==> src/dpc_pkg.sv <==
// Shared constants and types of the dual synthesizer control block.
// Assumes one system clock; all fields sit in a 22-bit serial word.
package dpc_pkg;

    // ------------------------------------------------------------
    // Word layout
    // ------------------------------------------------------------
    localparam int WORD_W    = 22;
    localparam int SEL_LSB   = 0;
    localparam int R_LSB     = 2;
    localparam int R_W       = 14;
    localparam int POL_BIT   = 17;
    localparam int GAIN_BIT  = 18;
    localparam int TRI_BIT   = 19;
    localparam int MUXLO_BIT = 20;
    localparam int MUXHI_BIT = 21;
    localparam int A_LSB     = 2;
    localparam int A_W       = 6;
    localparam int B_LSB     = 9;
    localparam int B_W       = 11;
    localparam int PRE_BIT   = 20;
    localparam int PD_BIT    = 21;

    // ------------------------------------------------------------
    // Latch select codes and reset values
    // ------------------------------------------------------------
    localparam logic [1:0] SEL_IF_REF   = 2'h0;
    localparam logic [1:0] SEL_IF_AB    = 2'h1;
    localparam logic [1:0] SEL_MAIN_REF = 2'h2;
    localparam logic [1:0] SEL_MAIN_AB  = 2'h3;
    localparam logic [WORD_W-1:0] LATCH_RST = 22'h000000;
    localparam logic [3:0] WRITTEN_ALL  = 4'hF;

    // ------------------------------------------------------------
    // Mux output modes: {main hi, main lo, if hi, if lo}
    // ------------------------------------------------------------
    localparam logic [3:0] MUX_LOW       = 4'h0;
    localparam logic [3:0] MUX_IF_ALD    = 4'h1;
    localparam logic [3:0] MUX_IF_REF    = 4'h2;
    localparam logic [3:0] MUX_IF_N      = 4'h3;
    localparam logic [3:0] MUX_MAIN_ALD  = 4'h4;
    localparam logic [3:0] MUX_BOTH_ALD  = 4'h5;
    localparam logic [3:0] MUX_MAIN_REF  = 4'h6;
    localparam logic [3:0] MUX_MAIN_N    = 4'h7;
    localparam logic [3:0] MUX_FASTLOCK  = 4'h8;
    localparam logic [3:0] MUX_RST_IF    = 4'h9;
    localparam logic [3:0] MUX_RST_BOTH  = 4'hA;
    localparam logic [3:0] MUX_RST_MAIN  = 4'hB;

    // ------------------------------------------------------------
    // Types
    // ------------------------------------------------------------
    typedef enum logic [1:0] {PD_RUN, PD_DRAIN, PD_DOWN} dpc_pd_state_t;

    typedef struct packed {
        logic locked;
        logic pd_pulse;
        logic ref_div;
        logic n_div;
    } dpc_loop_in_t;

    typedef struct packed {
        logic [R_W-1:0] r_count;
        logic [B_W-1:0] b_count;
        logic [A_W-1:0] a_count;
        logic           prescaler_sel;
        logic           pd_polarity;
        logic           cp_gain;
        logic           cp_current_max;
        logic           cp_tristate;
        logic           counter_reset;
        logic           divider_load;
        logic           rf_input_hiz;
        logic           powered_down;
    } dpc_side_out_t;

endpackage

==> src/dpc_top.sv <==
// Top of the dual synthesizer control logic: latches, modes, power-down.
// Assumes analog loop status and divider ticks arrive on clk.
//
// Contract
// - Single-side lock mode: mux pin high when locked, low pulses only.
// - Dual lock mode: locked shown only while both loops lock.
// - IF reset mode: IF counters held reset, IF pump three-stated.
// - Main reset mode: main counters held reset, main pump three-stated.
// - Combined reset mode resets both sides' counters together.
// - After reset release AB counter restarts aligned with reference counter.
// - Fast lock active with main gain bit; mux pin grounds damping resistor.
// - IF power-down with pump enabled: three-state pump, then power down.
// - IF power-down with pump three-stated: power down at strobe edge.
// - Main power-down with pump enabled: three-state pump, then power down.
// - Main power-down with pump three-stated: power down at strobe edge.
// - Power-down loads dividers and puts RF input in high impedance.
// - Reference oscillator off only while both power-down bits set.
// - Shift register and latches keep working in every power-down.
// - Latching a zero power-down bit restores the side at once.
// - Select 00 loads the IF reference latch.
// - Select 01 loads the IF AB latch, A and B counts.
// - Select 10 loads the main reference latch.
// - Select 11 loads the main AB latch, A and B counts.
// - Three-state bit one turns the pump off, zero runs it.
// - Fast lock gives maximum pump current; clearing gain bit ends it.
// - Host shifts 22 bits on serial clock rise; strobe rise latches.
`timescale 1ns/1ns
`default_nettype none
module dpc_top (
    // Clock and reset
    input  wire logic                   clk,
    input  wire logic                   nrst,
    // Serial link pins
    input  wire logic                   serial_clk,
    input  wire logic                   serial_data,
    input  wire logic                   latch_load_strobe,
    // Loop status from each side
    input  wire dpc_pkg::dpc_loop_in_t  if_loop_in,
    input  wire dpc_pkg::dpc_loop_in_t  main_loop_in,
    // Mux output pin
    output logic                        mux_output_pin,
    // Side controls
    output dpc_pkg::dpc_side_out_t      if_side_out,
    output dpc_pkg::dpc_side_out_t      main_side_out,
    // Global
    output logic                        ref_osc_disable,
    output logic                        outputs_active
);

    // ------------------------------------------------------------
    // Serial input
    // ------------------------------------------------------------
    logic [dpc_pkg::WORD_W-1:0] word;
    logic                       load;

    dpc_serial_rx u_rx (
        .clk               (clk),
        .nrst              (nrst),
        .serial_clk        (serial_clk),
        .serial_data       (serial_data),
        .latch_load_strobe (latch_load_strobe),
        .word_q            (word),
        .load_q            (load)
    );

    // ------------------------------------------------------------
    // Latch select decode
    // ------------------------------------------------------------
    wire [1:0] sel = word[dpc_pkg::SEL_LSB +: 2];

    wire ld_if_ref   = load && (sel == dpc_pkg::SEL_IF_REF);
    wire ld_if_ab    = load && (sel == dpc_pkg::SEL_IF_AB);
    wire ld_main_ref = load && (sel == dpc_pkg::SEL_MAIN_REF);
    wire ld_main_ab  = load && (sel == dpc_pkg::SEL_MAIN_AB);

    // ------------------------------------------------------------
    // Latches
    // ------------------------------------------------------------
    logic [dpc_pkg::WORD_W-1:0] if_ref_q;
    logic [dpc_pkg::WORD_W-1:0] if_ab_q;
    logic [dpc_pkg::WORD_W-1:0] main_ref_q;
    logic [dpc_pkg::WORD_W-1:0] main_ab_q;
    logic [3:0]                 written_q;

    // Each latch changes only on its own strobe
    always_ff @(posedge clk or negedge nrst) begin
        if (!nrst) begin
            if_ref_q   <= dpc_pkg::LATCH_RST;
            if_ab_q    <= dpc_pkg::LATCH_RST;
            main_ref_q <= dpc_pkg::LATCH_RST;
            main_ab_q  <= dpc_pkg::LATCH_RST;
        end else begin
            if (ld_if_ref) begin
                if_ref_q <= word;
            end
            if (ld_if_ab) begin
                if_ab_q <= word;
            end
            if (ld_main_ref) begin
                main_ref_q <= word;
            end
            if (ld_main_ab) begin
                main_ab_q <= word;
            end
        end
    end

    // No reset pin on the part: dividers stay in load and outputs_active low until every latch was set
    always_ff @(posedge clk or negedge nrst) begin
        if (!nrst) begin
            written_q <= 4'h0;
        end else begin
            written_q <= written_q | {ld_main_ab, ld_main_ref, ld_if_ab, ld_if_ref};
        end
    end

    wire all_written = (written_q == dpc_pkg::WRITTEN_ALL);

    // ------------------------------------------------------------
    // Latch fields
    // ------------------------------------------------------------
    wire if_tri_bit     = if_ref_q[dpc_pkg::TRI_BIT];
    wire main_tri_bit   = main_ref_q[dpc_pkg::TRI_BIT];
    wire if_gain_bit    = if_ref_q[dpc_pkg::GAIN_BIT];
    wire main_gain_bit  = main_ref_q[dpc_pkg::GAIN_BIT];
    wire if_pol_bit     = if_ref_q[dpc_pkg::POL_BIT];
    wire main_pol_bit   = main_ref_q[dpc_pkg::POL_BIT];
    wire if_pre_bit     = if_ab_q[dpc_pkg::PRE_BIT];
    wire main_pre_bit   = main_ab_q[dpc_pkg::PRE_BIT];
    wire if_pd_bit      = if_ab_q[dpc_pkg::PD_BIT];
    wire main_pd_bit    = main_ab_q[dpc_pkg::PD_BIT];

    wire [3:0] mux_mode = {main_ref_q[dpc_pkg::MUXHI_BIT],
                           main_ref_q[dpc_pkg::MUXLO_BIT],
                           if_ref_q[dpc_pkg::MUXHI_BIT],
                           if_ref_q[dpc_pkg::MUXLO_BIT]};

    // ------------------------------------------------------------
    // Counter reset modes
    // ------------------------------------------------------------
    wire rst_both = (mux_mode == dpc_pkg::MUX_RST_BOTH);
    wire rst_if   = (mux_mode == dpc_pkg::MUX_RST_IF);
    wire rst_main = (mux_mode == dpc_pkg::MUX_RST_MAIN);

    // One signal resets R and AB together, so both restart on the same edge
    wire if_cnt_rst   = rst_if | rst_both;
    wire main_cnt_rst = rst_main | rst_both;

    // ------------------------------------------------------------
    // Power-down sequencers
    // ------------------------------------------------------------
    logic if_cp_off;
    logic if_down;
    logic main_cp_off;
    logic main_down;
    logic if_ref_prev_q;
    logic main_ref_prev_q;

    // Safe point for the synchronous case is a reference divider edge
    wire if_ref_tick   = if_loop_in.ref_div & ~if_ref_prev_q;
    wire main_ref_tick = main_loop_in.ref_div & ~main_ref_prev_q;

    always_ff @(posedge clk or negedge nrst) begin
        if (!nrst) begin
            if_ref_prev_q   <= 1'b0;
            main_ref_prev_q <= 1'b0;
        end else begin
            if_ref_prev_q   <= if_loop_in.ref_div;
            main_ref_prev_q <= main_loop_in.ref_div;
        end
    end

    // Power-down bit is taken from the incoming word, mode bit from its latch
    dpc_side_ctrl u_if_pd (
        .clk          (clk),
        .nrst         (nrst),
        .ab_load      (ld_if_ab),
        .pd_bit       (word[dpc_pkg::PD_BIT]),
        .tri_bit      (if_tri_bit),
        .ref_tick     (if_ref_tick),
        .cp_off       (if_cp_off),
        .powered_down (if_down)
    );

    dpc_side_ctrl u_main_pd (
        .clk          (clk),
        .nrst         (nrst),
        .ab_load      (ld_main_ab),
        .pd_bit       (word[dpc_pkg::PD_BIT]),
        .tri_bit      (main_tri_bit),
        .ref_tick     (main_ref_tick),
        .cp_off       (main_cp_off),
        .powered_down (main_down)
    );

    // ------------------------------------------------------------
    // Fast lock
    // ------------------------------------------------------------
    wire fast_lock = main_gain_bit;

    // ------------------------------------------------------------
    // Side outputs
    // ------------------------------------------------------------
    dpc_pkg::dpc_side_out_t if_d;
    dpc_pkg::dpc_side_out_t main_d;
    dpc_pkg::dpc_side_out_t if_q;
    dpc_pkg::dpc_side_out_t main_q;

    always_comb begin
        if_d.r_count        = if_ref_q[dpc_pkg::R_LSB +: dpc_pkg::R_W];
        if_d.b_count        = if_ab_q[dpc_pkg::B_LSB +: dpc_pkg::B_W];
        if_d.a_count        = if_ab_q[dpc_pkg::A_LSB +: dpc_pkg::A_W];
        if_d.prescaler_sel  = if_pre_bit;
        if_d.pd_polarity    = if_pol_bit;
        if_d.cp_gain        = if_gain_bit;
        if_d.cp_current_max = 1'b0;
        if_d.cp_tristate    = if_tri_bit | rst_if | if_cp_off;
        if_d.counter_reset  = if_cnt_rst;
        if_d.divider_load   = if_down | ~all_written;
        if_d.rf_input_hiz   = if_down;
        if_d.powered_down   = if_down;
    end

    always_comb begin
        main_d.r_count        = main_ref_q[dpc_pkg::R_LSB +: dpc_pkg::R_W];
        main_d.b_count        = main_ab_q[dpc_pkg::B_LSB +: dpc_pkg::B_W];
        main_d.a_count        = main_ab_q[dpc_pkg::A_LSB +: dpc_pkg::A_W];
        main_d.prescaler_sel  = main_pre_bit;
        main_d.pd_polarity    = main_pol_bit;
        main_d.cp_gain        = main_gain_bit;
        main_d.cp_current_max = fast_lock;
        main_d.cp_tristate    = main_tri_bit | rst_main | main_cp_off;
        main_d.counter_reset  = main_cnt_rst;
        main_d.divider_load   = main_down | ~all_written;
        main_d.rf_input_hiz   = main_down;
        main_d.powered_down   = main_down;
    end

    // ------------------------------------------------------------
    // Mux output selection
    // ------------------------------------------------------------
    // Narrow low pulses come from phase detector activity while locked
    wire if_ald   = if_loop_in.locked & ~if_loop_in.pd_pulse;
    wire main_ald = main_loop_in.locked & ~main_loop_in.pd_pulse;
    wire both_ald = if_ald & main_ald;

    logic mux_d;
    logic mux_q;

    always_comb begin
        case (mux_mode)
            dpc_pkg::MUX_IF_ALD:   mux_d = if_ald;
            dpc_pkg::MUX_IF_REF:   mux_d = if_loop_in.ref_div;
            dpc_pkg::MUX_IF_N:     mux_d = if_loop_in.n_div;
            dpc_pkg::MUX_MAIN_ALD: mux_d = main_ald;
            dpc_pkg::MUX_BOTH_ALD: mux_d = both_ald;
            dpc_pkg::MUX_MAIN_REF: mux_d = main_loop_in.ref_div;
            dpc_pkg::MUX_MAIN_N:   mux_d = main_loop_in.n_div;
            // Low closes the switch that grounds the damping resistor
            dpc_pkg::MUX_FASTLOCK: mux_d = ~fast_lock;
            default:               mux_d = 1'b0;
        endcase
    end

    // ------------------------------------------------------------
    // Output registers
    // ------------------------------------------------------------
    logic osc_off_q;

    always_ff @(posedge clk or negedge nrst) begin
        if (!nrst) begin
            if_q      <= '0;
            main_q    <= '0;
            mux_q     <= 1'b0;
            osc_off_q <= 1'b0;
        end else begin
            if_q      <= if_d;
            main_q    <= main_d;
            mux_q     <= mux_d;
            osc_off_q <= if_pd_bit & main_pd_bit;
        end
    end

    assign if_side_out     = if_q;
    assign main_side_out   = main_q;
    assign mux_output_pin  = mux_q;
    assign ref_osc_disable = osc_off_q;
    assign outputs_active  = all_written;

endmodule
`default_nettype wire

==> src/dpc_serial_rx.sv <==
// Serial input register: samples the three link pins on clk.
// Assumes the link clock is several clk periods long.
`timescale 1ns/1ns
`default_nettype none
module dpc_serial_rx (
    // Clock and reset
    input  wire logic                       clk,
    input  wire logic                       nrst,
    // Link pins
    input  wire logic                       serial_clk,
    input  wire logic                       serial_data,
    input  wire logic                       latch_load_strobe,
    // Received word
    output logic [dpc_pkg::WORD_W-1:0]      word_q,
    output logic                            load_q
);
    logic [2:0] sync1_q;
    logic [2:0] sync2_q;
    logic [1:0] prev_q;
    logic [dpc_pkg::WORD_W-1:0] shift_q;
    wire        clk_rise = sync2_q[0] & ~prev_q[0];
    wire        le_rise  = sync2_q[2] & ~prev_q[1];

    // Data goes through the same two stages, so it stays aligned with its clock edge
    always_ff @(posedge clk or negedge nrst) begin
        if (!nrst) begin
            sync1_q <= 3'h0;
            sync2_q <= 3'h0;
            prev_q  <= 2'h0;
        end else begin
            sync1_q <= {latch_load_strobe, serial_data, serial_clk};
            sync2_q <= sync1_q;
            prev_q  <= {sync2_q[2], sync2_q[0]};
        end
    end

    // Shifting never stops, whatever the power state
    always_ff @(posedge clk or negedge nrst) begin
        if (!nrst) begin
            shift_q <= dpc_pkg::LATCH_RST;
            word_q  <= dpc_pkg::LATCH_RST;
            load_q  <= 1'b0;
        end else begin
            if (clk_rise) begin
                shift_q <= {shift_q[dpc_pkg::WORD_W-2:0], sync2_q[1]};
            end
            if (le_rise) begin
                word_q <= shift_q;
            end
            load_q <= le_rise;
        end
    end
endmodule
`default_nettype wire

==> src/dpc_side_ctrl.sv <==
// Power-down sequencer of one synthesizer side.
// Assumes ref_tick is a one-cycle pulse per reference divider period.
`timescale 1ns/1ns
`default_nettype none
module dpc_side_ctrl (
    // Clock and reset
    input  wire logic clk,
    input  wire logic nrst,
    // Latch events
    input  wire logic ab_load,
    input  wire logic pd_bit,
    input  wire logic tri_bit,
    input  wire logic ref_tick,
    // State
    output logic      cp_off,
    output logic      powered_down
);
    dpc_pkg::dpc_pd_state_t state_q;
    dpc_pkg::dpc_pd_state_t state_d;

    always_comb begin
        state_d = state_q;
        case (state_q)
            dpc_pkg::PD_RUN: begin
                if (ab_load && pd_bit) begin
                    // Pump already off: no need to wait for a safe edge
                    state_d = tri_bit ? dpc_pkg::PD_DOWN : dpc_pkg::PD_DRAIN;
                end
            end
            dpc_pkg::PD_DRAIN: begin
                if (ab_load && !pd_bit) begin
                    state_d = dpc_pkg::PD_RUN;
                end else if (ref_tick) begin
                    state_d = dpc_pkg::PD_DOWN;
                end
            end
            default: begin
                if (ab_load && !pd_bit) begin
                    state_d = dpc_pkg::PD_RUN;
                end
            end
        endcase
    end

    always_ff @(posedge clk or negedge nrst) begin
        if (!nrst) begin
            state_q <= dpc_pkg::PD_RUN;
        end else begin
            state_q <= state_d;
        end
    end

    assign cp_off       = (state_q != dpc_pkg::PD_RUN);
    assign powered_down = (state_q == dpc_pkg::PD_DOWN);
endmodule
`default_nettype wire

==> config.mk <==
export PLATFORM = sky130hd
export DESIGN_NAME = dpc_top
export DESIGN_NICKNAME = d
export VERILOG_FILES = /design/src/dpc_pkg.sv /design/src/dpc_top.sv /design/src/dpc_serial_rx.sv /design/src/dpc_side_ctrl.sv
export SDC_FILE = /design/constraint.sdc
export NUM_CORES = 1
export LEC_CHECK = 0
export BUFFER_PORTS_ARGS = -buffer_cell sky130_fd_sc_hd__buf_2
export CAP_MARGIN = 5
export CORE_MARGIN = 2
export CORE_UTILIZATION = 60
export CTS_CLUSTER_DIAMETER = 200
export DETAILED_ROUTE_END_ITERATION = 12
export PLACE_DENSITY = 0.79
export SLEW_MARGIN = 20
export SYNTH_ARGS = -nofsm -noshare
export SYNTH_HDL_FRONTEND = slang
export SYNTH_SLANG_ARGS = --single-unit
export TNS_END_PERCENT = 50
==> constraint.sdc <==
create_clock -name clk -period 3.8 [get_ports clk]
set_input_delay 0.76 -clock clk [delete_from_list [all_inputs] [get_ports clk]]
set_output_delay 0.76 -clock clk [all_outputs]
set_load 0.05 [all_outputs]
==> impl_metrics.py <==
metrics = {
    "critical_path": {
        "cp.buffers_inverters": 1,
        "cp-start-kind": "flip-flop",
        "crit_chain": "and4_1 > buf_2",
        "cp_top_family": "flip-flops",
        "r2r_setup_slack_ns": 1.88,
        "max_stage_delay_ns": 0.34,
        "reg2reg_depth": 3,
        "reg2reg_from": "u_rx.word_q[0]$_DFFE_PN0P_",
        "slowest_stage": "dfrtp_1",
        "critPathRequiredTime_ns": 3.04,
        "endpoint_kind": "output port",
        "critical_path_class": "reg2out",
        "worstReg2RegEnd": "main_ref_q[18]$_DFFE_PN0P_",
        "critPathMaxFanout": 3,
        "arrival_ns": 1.37,
    },
    "clock_network": {
        "cts_root_buf": "clkbuf_16",
        "cts_buffer_depth": 3,
        "htreeDepth": 1,
        "post_cts_buffers": 0,
        "ctsResizeCount": 0,
        "clock-sinks": 217,
        "tritoncts": "done",
        "insertion_delay_ns": 0.48,
        "cts_hold_buf": 0,
        "numCtsBuffers": 21,
        "clk_pin_slew_ns": 0.06,
    },
    "final_layout": {
        "final_common_cell": "dfrtp_1",
        "final_layout_size_suffix_gt1_share_pct": 29.98,
        "final_cells": 684,
        "finalCoreUtilization_pct": 72.03,
        "mostFrequentLayoutCells": "217 x dfrtp_1, 101 x mux2_1, 93 x buf_2, 21 x clkbuf_16, 19 x mux2_2",
        "final_nets": 536,
        "diodes": 0,
        "syn2layout_area_growth_pct": 17.78,
        "num-fill-cells": 764,
    },
    "power": {
        "powerDensity_nw_per_um2": 799.3,
        "peakVddDrop_mv": 0.4236,
        "p_leak_nw": 4.487,
    },
    "global_route": {
        "antenna_found_initial": 0,
        "grt_pass1_vias": 3813,
        "gr-usage-all-layers_pct": 19.40,
        "grt_overflow": 0,
        "grt_max_degree": 106,
        "grt_first_pass_wirelength_mm": 19.80,
    },
    "floorplan": {
        "ios": 96,
        "placementRows": 40,
        "coreArea_um2": 11910,
        "dieWidth_um": 114.2,
        "start_util_pct": 61.16,
        "die_area_um2": 13040,
        "die_h_um": 114.2,
    },
    "routing": {
        "drtIter0Drc": 244,
        "totalWireLength_mm": 11.94,
        "wire_per_inst_um": 17.46,
        "detailroute.via_count": 3642,
        "via_per_inst": 5.325,
        "drc": 0,
        "ant_nets": 0,
        "drt_pass1_iterations": 4,
    },
    "sta": {
        "setup_viol": 0,
        "tns_ns": 0,
        "worst_pin_slew_ns": 0.7661,
        "slew-limit-headroom_pct": 48.77,
        "hold_violations": 0,
        "fmax_ghz": 0.4701,
        "min_period_ns": 2.127,
        "rsz0062_at_grt": "no",
        "slew_viol_final": 0,
        "clock_skew_ns": 0.009315,
        "finalCritPeriodShare_pct": 55.98,
    },
    "synthesis": {
        "yosysSeqAreaShare_pct": 74.54,
        "avgSynthCellArea_um2": 17.43,
        "synth_top_area_cell": "dfrtp_1",
        "synth_cell_types": 35,
        "yosys-top-cells-area": "dfrtp_1 75%, mux2_1 16%, mux2_2 2.9%",
        "synthCells": 418,
        "synth_seq_cells": 217,
        "synth_nets": 431,
        "ys_warn_count": 0,
        "yosysTopAreaCellShare_pct": 74.54,
        "syn_area_um2": 7284,
    },
    "min_path": {
        "hold_path.class": "in2async",
    },
    "outcome": {
        "status": "finished clean",
    },
    "placed_design": {
        "place.gp.congestion": 0.7781,
        "io_buffers": 94,
        "hpwlAfterDp_mm": 7.368,
        "place_inst": 647,
    },
    "flow_run": {
        "cap_violations": 0,
    },
}
sequential cells by signal, summed over array words and instances (netlist names), 2 cells and up:
name	cells
u_rx.prev_q	2
if_ref_q	19
u_rx.sync2_q	3
u_if_pd.state_q	2
main_side_out	38
u_rx.shift_q	22
main_ab_q	19
u_main_pd.state_q	2
main_ref_q	19
if_side_out	38
if_ab_q	19
u_rx.sync1_q	3
u_rx.word_q	22
written_q	4
per-layer routing:
layer / up-vias / track usage (%) / part of all wire (%) / wire (um)
met5: - / 0 / 0 / 0
met4: 0 / 4.959 / 1.6 / 189
met3: 17 / 3.812 / 4.3 / 518
met2: 80 / 31.23 / 50 / 5951
met1: 1908 / 27.90 / 44 / 5281
li1: 1637 / - / - / -
per-stage QoR:
step                      hold WS (ns)  instance area (um2)  setup slack [ns]  power, mW
after global placement          0.3374                 7900             1.593      4.914
after detailed placement        0.3363                 7938             1.829      4.996
final                           0.3090                 8579             1.673      6.858
after global routing            0.3678                 8579             1.618      7.171
after CTS                       0.3429                 8574             1.649      6.933
after floorplan                 0.3312                 7284             2.059      4.504
area by class of cell:
type	count	area (um2)	area share (%)
Tap cell	147	183.9	2.144
Inverter	2	7.507	0.08750
Clock inverter	13	100.1	1.167
Multi-Input combinational cell	179	1753	20.43
Sequential cell	217	5430	63.29
Timing Repair Buffer	102	568.0	6.621
Clock buffer	24	536.8	6.256
Yosys cell counts:
library cell,number
mux2_2,19
conb_1,1
inv_2,1
nand2b_1,5
o32a_1,2
nand3_1,1
o21ai_0,1
nand3b_1,2
and4_1,1
and2_1,3
a2111oi_0,1
or2b_1,1
xor2_1,1
inv_1,1
nor3_1,3
buf_4,5
a2111oi_4,1
clkbuf_1,1
a211oi_1,1
or3b_4,1
o21ai_1,3
mux2_1,101
buf_2,13
nand2_1,7
dfrtp_1,217
buf_1,1
a2bb2oi_1,1
or2_1,1
nor2b_1,5
nor2_1,9
nor3b_1,3
a2111o_1,1
nor3b_2,1
o32ai_1,2
a31oi_1,1
power by group:
| part | internal, mW | switching [mW] | leakage, nW |
|---|---|---|---|
| clock network | 1.09 | 0.827 | 0.320 |
| registers | 2.93 | 0.338 | 2.84 |
| logic | 0.467 | 1.21 | 1.33 |
| total | 4.49 | 2.37 | 4.49 |
logic make-up (layout without fill, tap and decap cells):
group | Yosys count | count (layout) | synth area share [%]
AO/OA/AOI/OAI | 14 | 14 | 1.752
other | 1 | 1 | 0.05148
XOR/XNOR | 1 | 1 | 0.1203
AND/OR/NAND/NOR | 43 | 43 | 3.366
buffers and inverters | 22 | 141 | 1.614
multiplexers | 120 | 120 | 18.55
flip-flops | 217 | 217 | 74.54
worst max-delay path by stage:
stage,cells past startpoint,slack [ns],start,endpoint
3_3_place_gp,2,1.59,u_rx.word_q[1]$_DFFE_PN0P_,if_ab_q[17]$_DFFE_PN0N_
5_1_grt,2,1.62,written_q[3]$_DFF_PN0_,outputs_active
4_1_cts,2,1.65,written_q[3]$_DFF_PN0_,outputs_active
3_5_place_dp,5,1.83,if_loop_in[2],mux_output_pin$_DFF_PN0_
2_1_floorplan,4,2.06,if_loop_in[2],mux_output_pin$_DFF_PN0_
6_report,2,1.67,written_q[3]$_DFF_PN0_,outputs_active
worst reg2reg max path: stages, from the launching register on:
cell,delay [ns]
dfrtp_1,0.44
nand3b_1,0.65
buf_8,0.39
mux2_1,0.33
No activity file was read; power rests on OpenSTA's default activity.
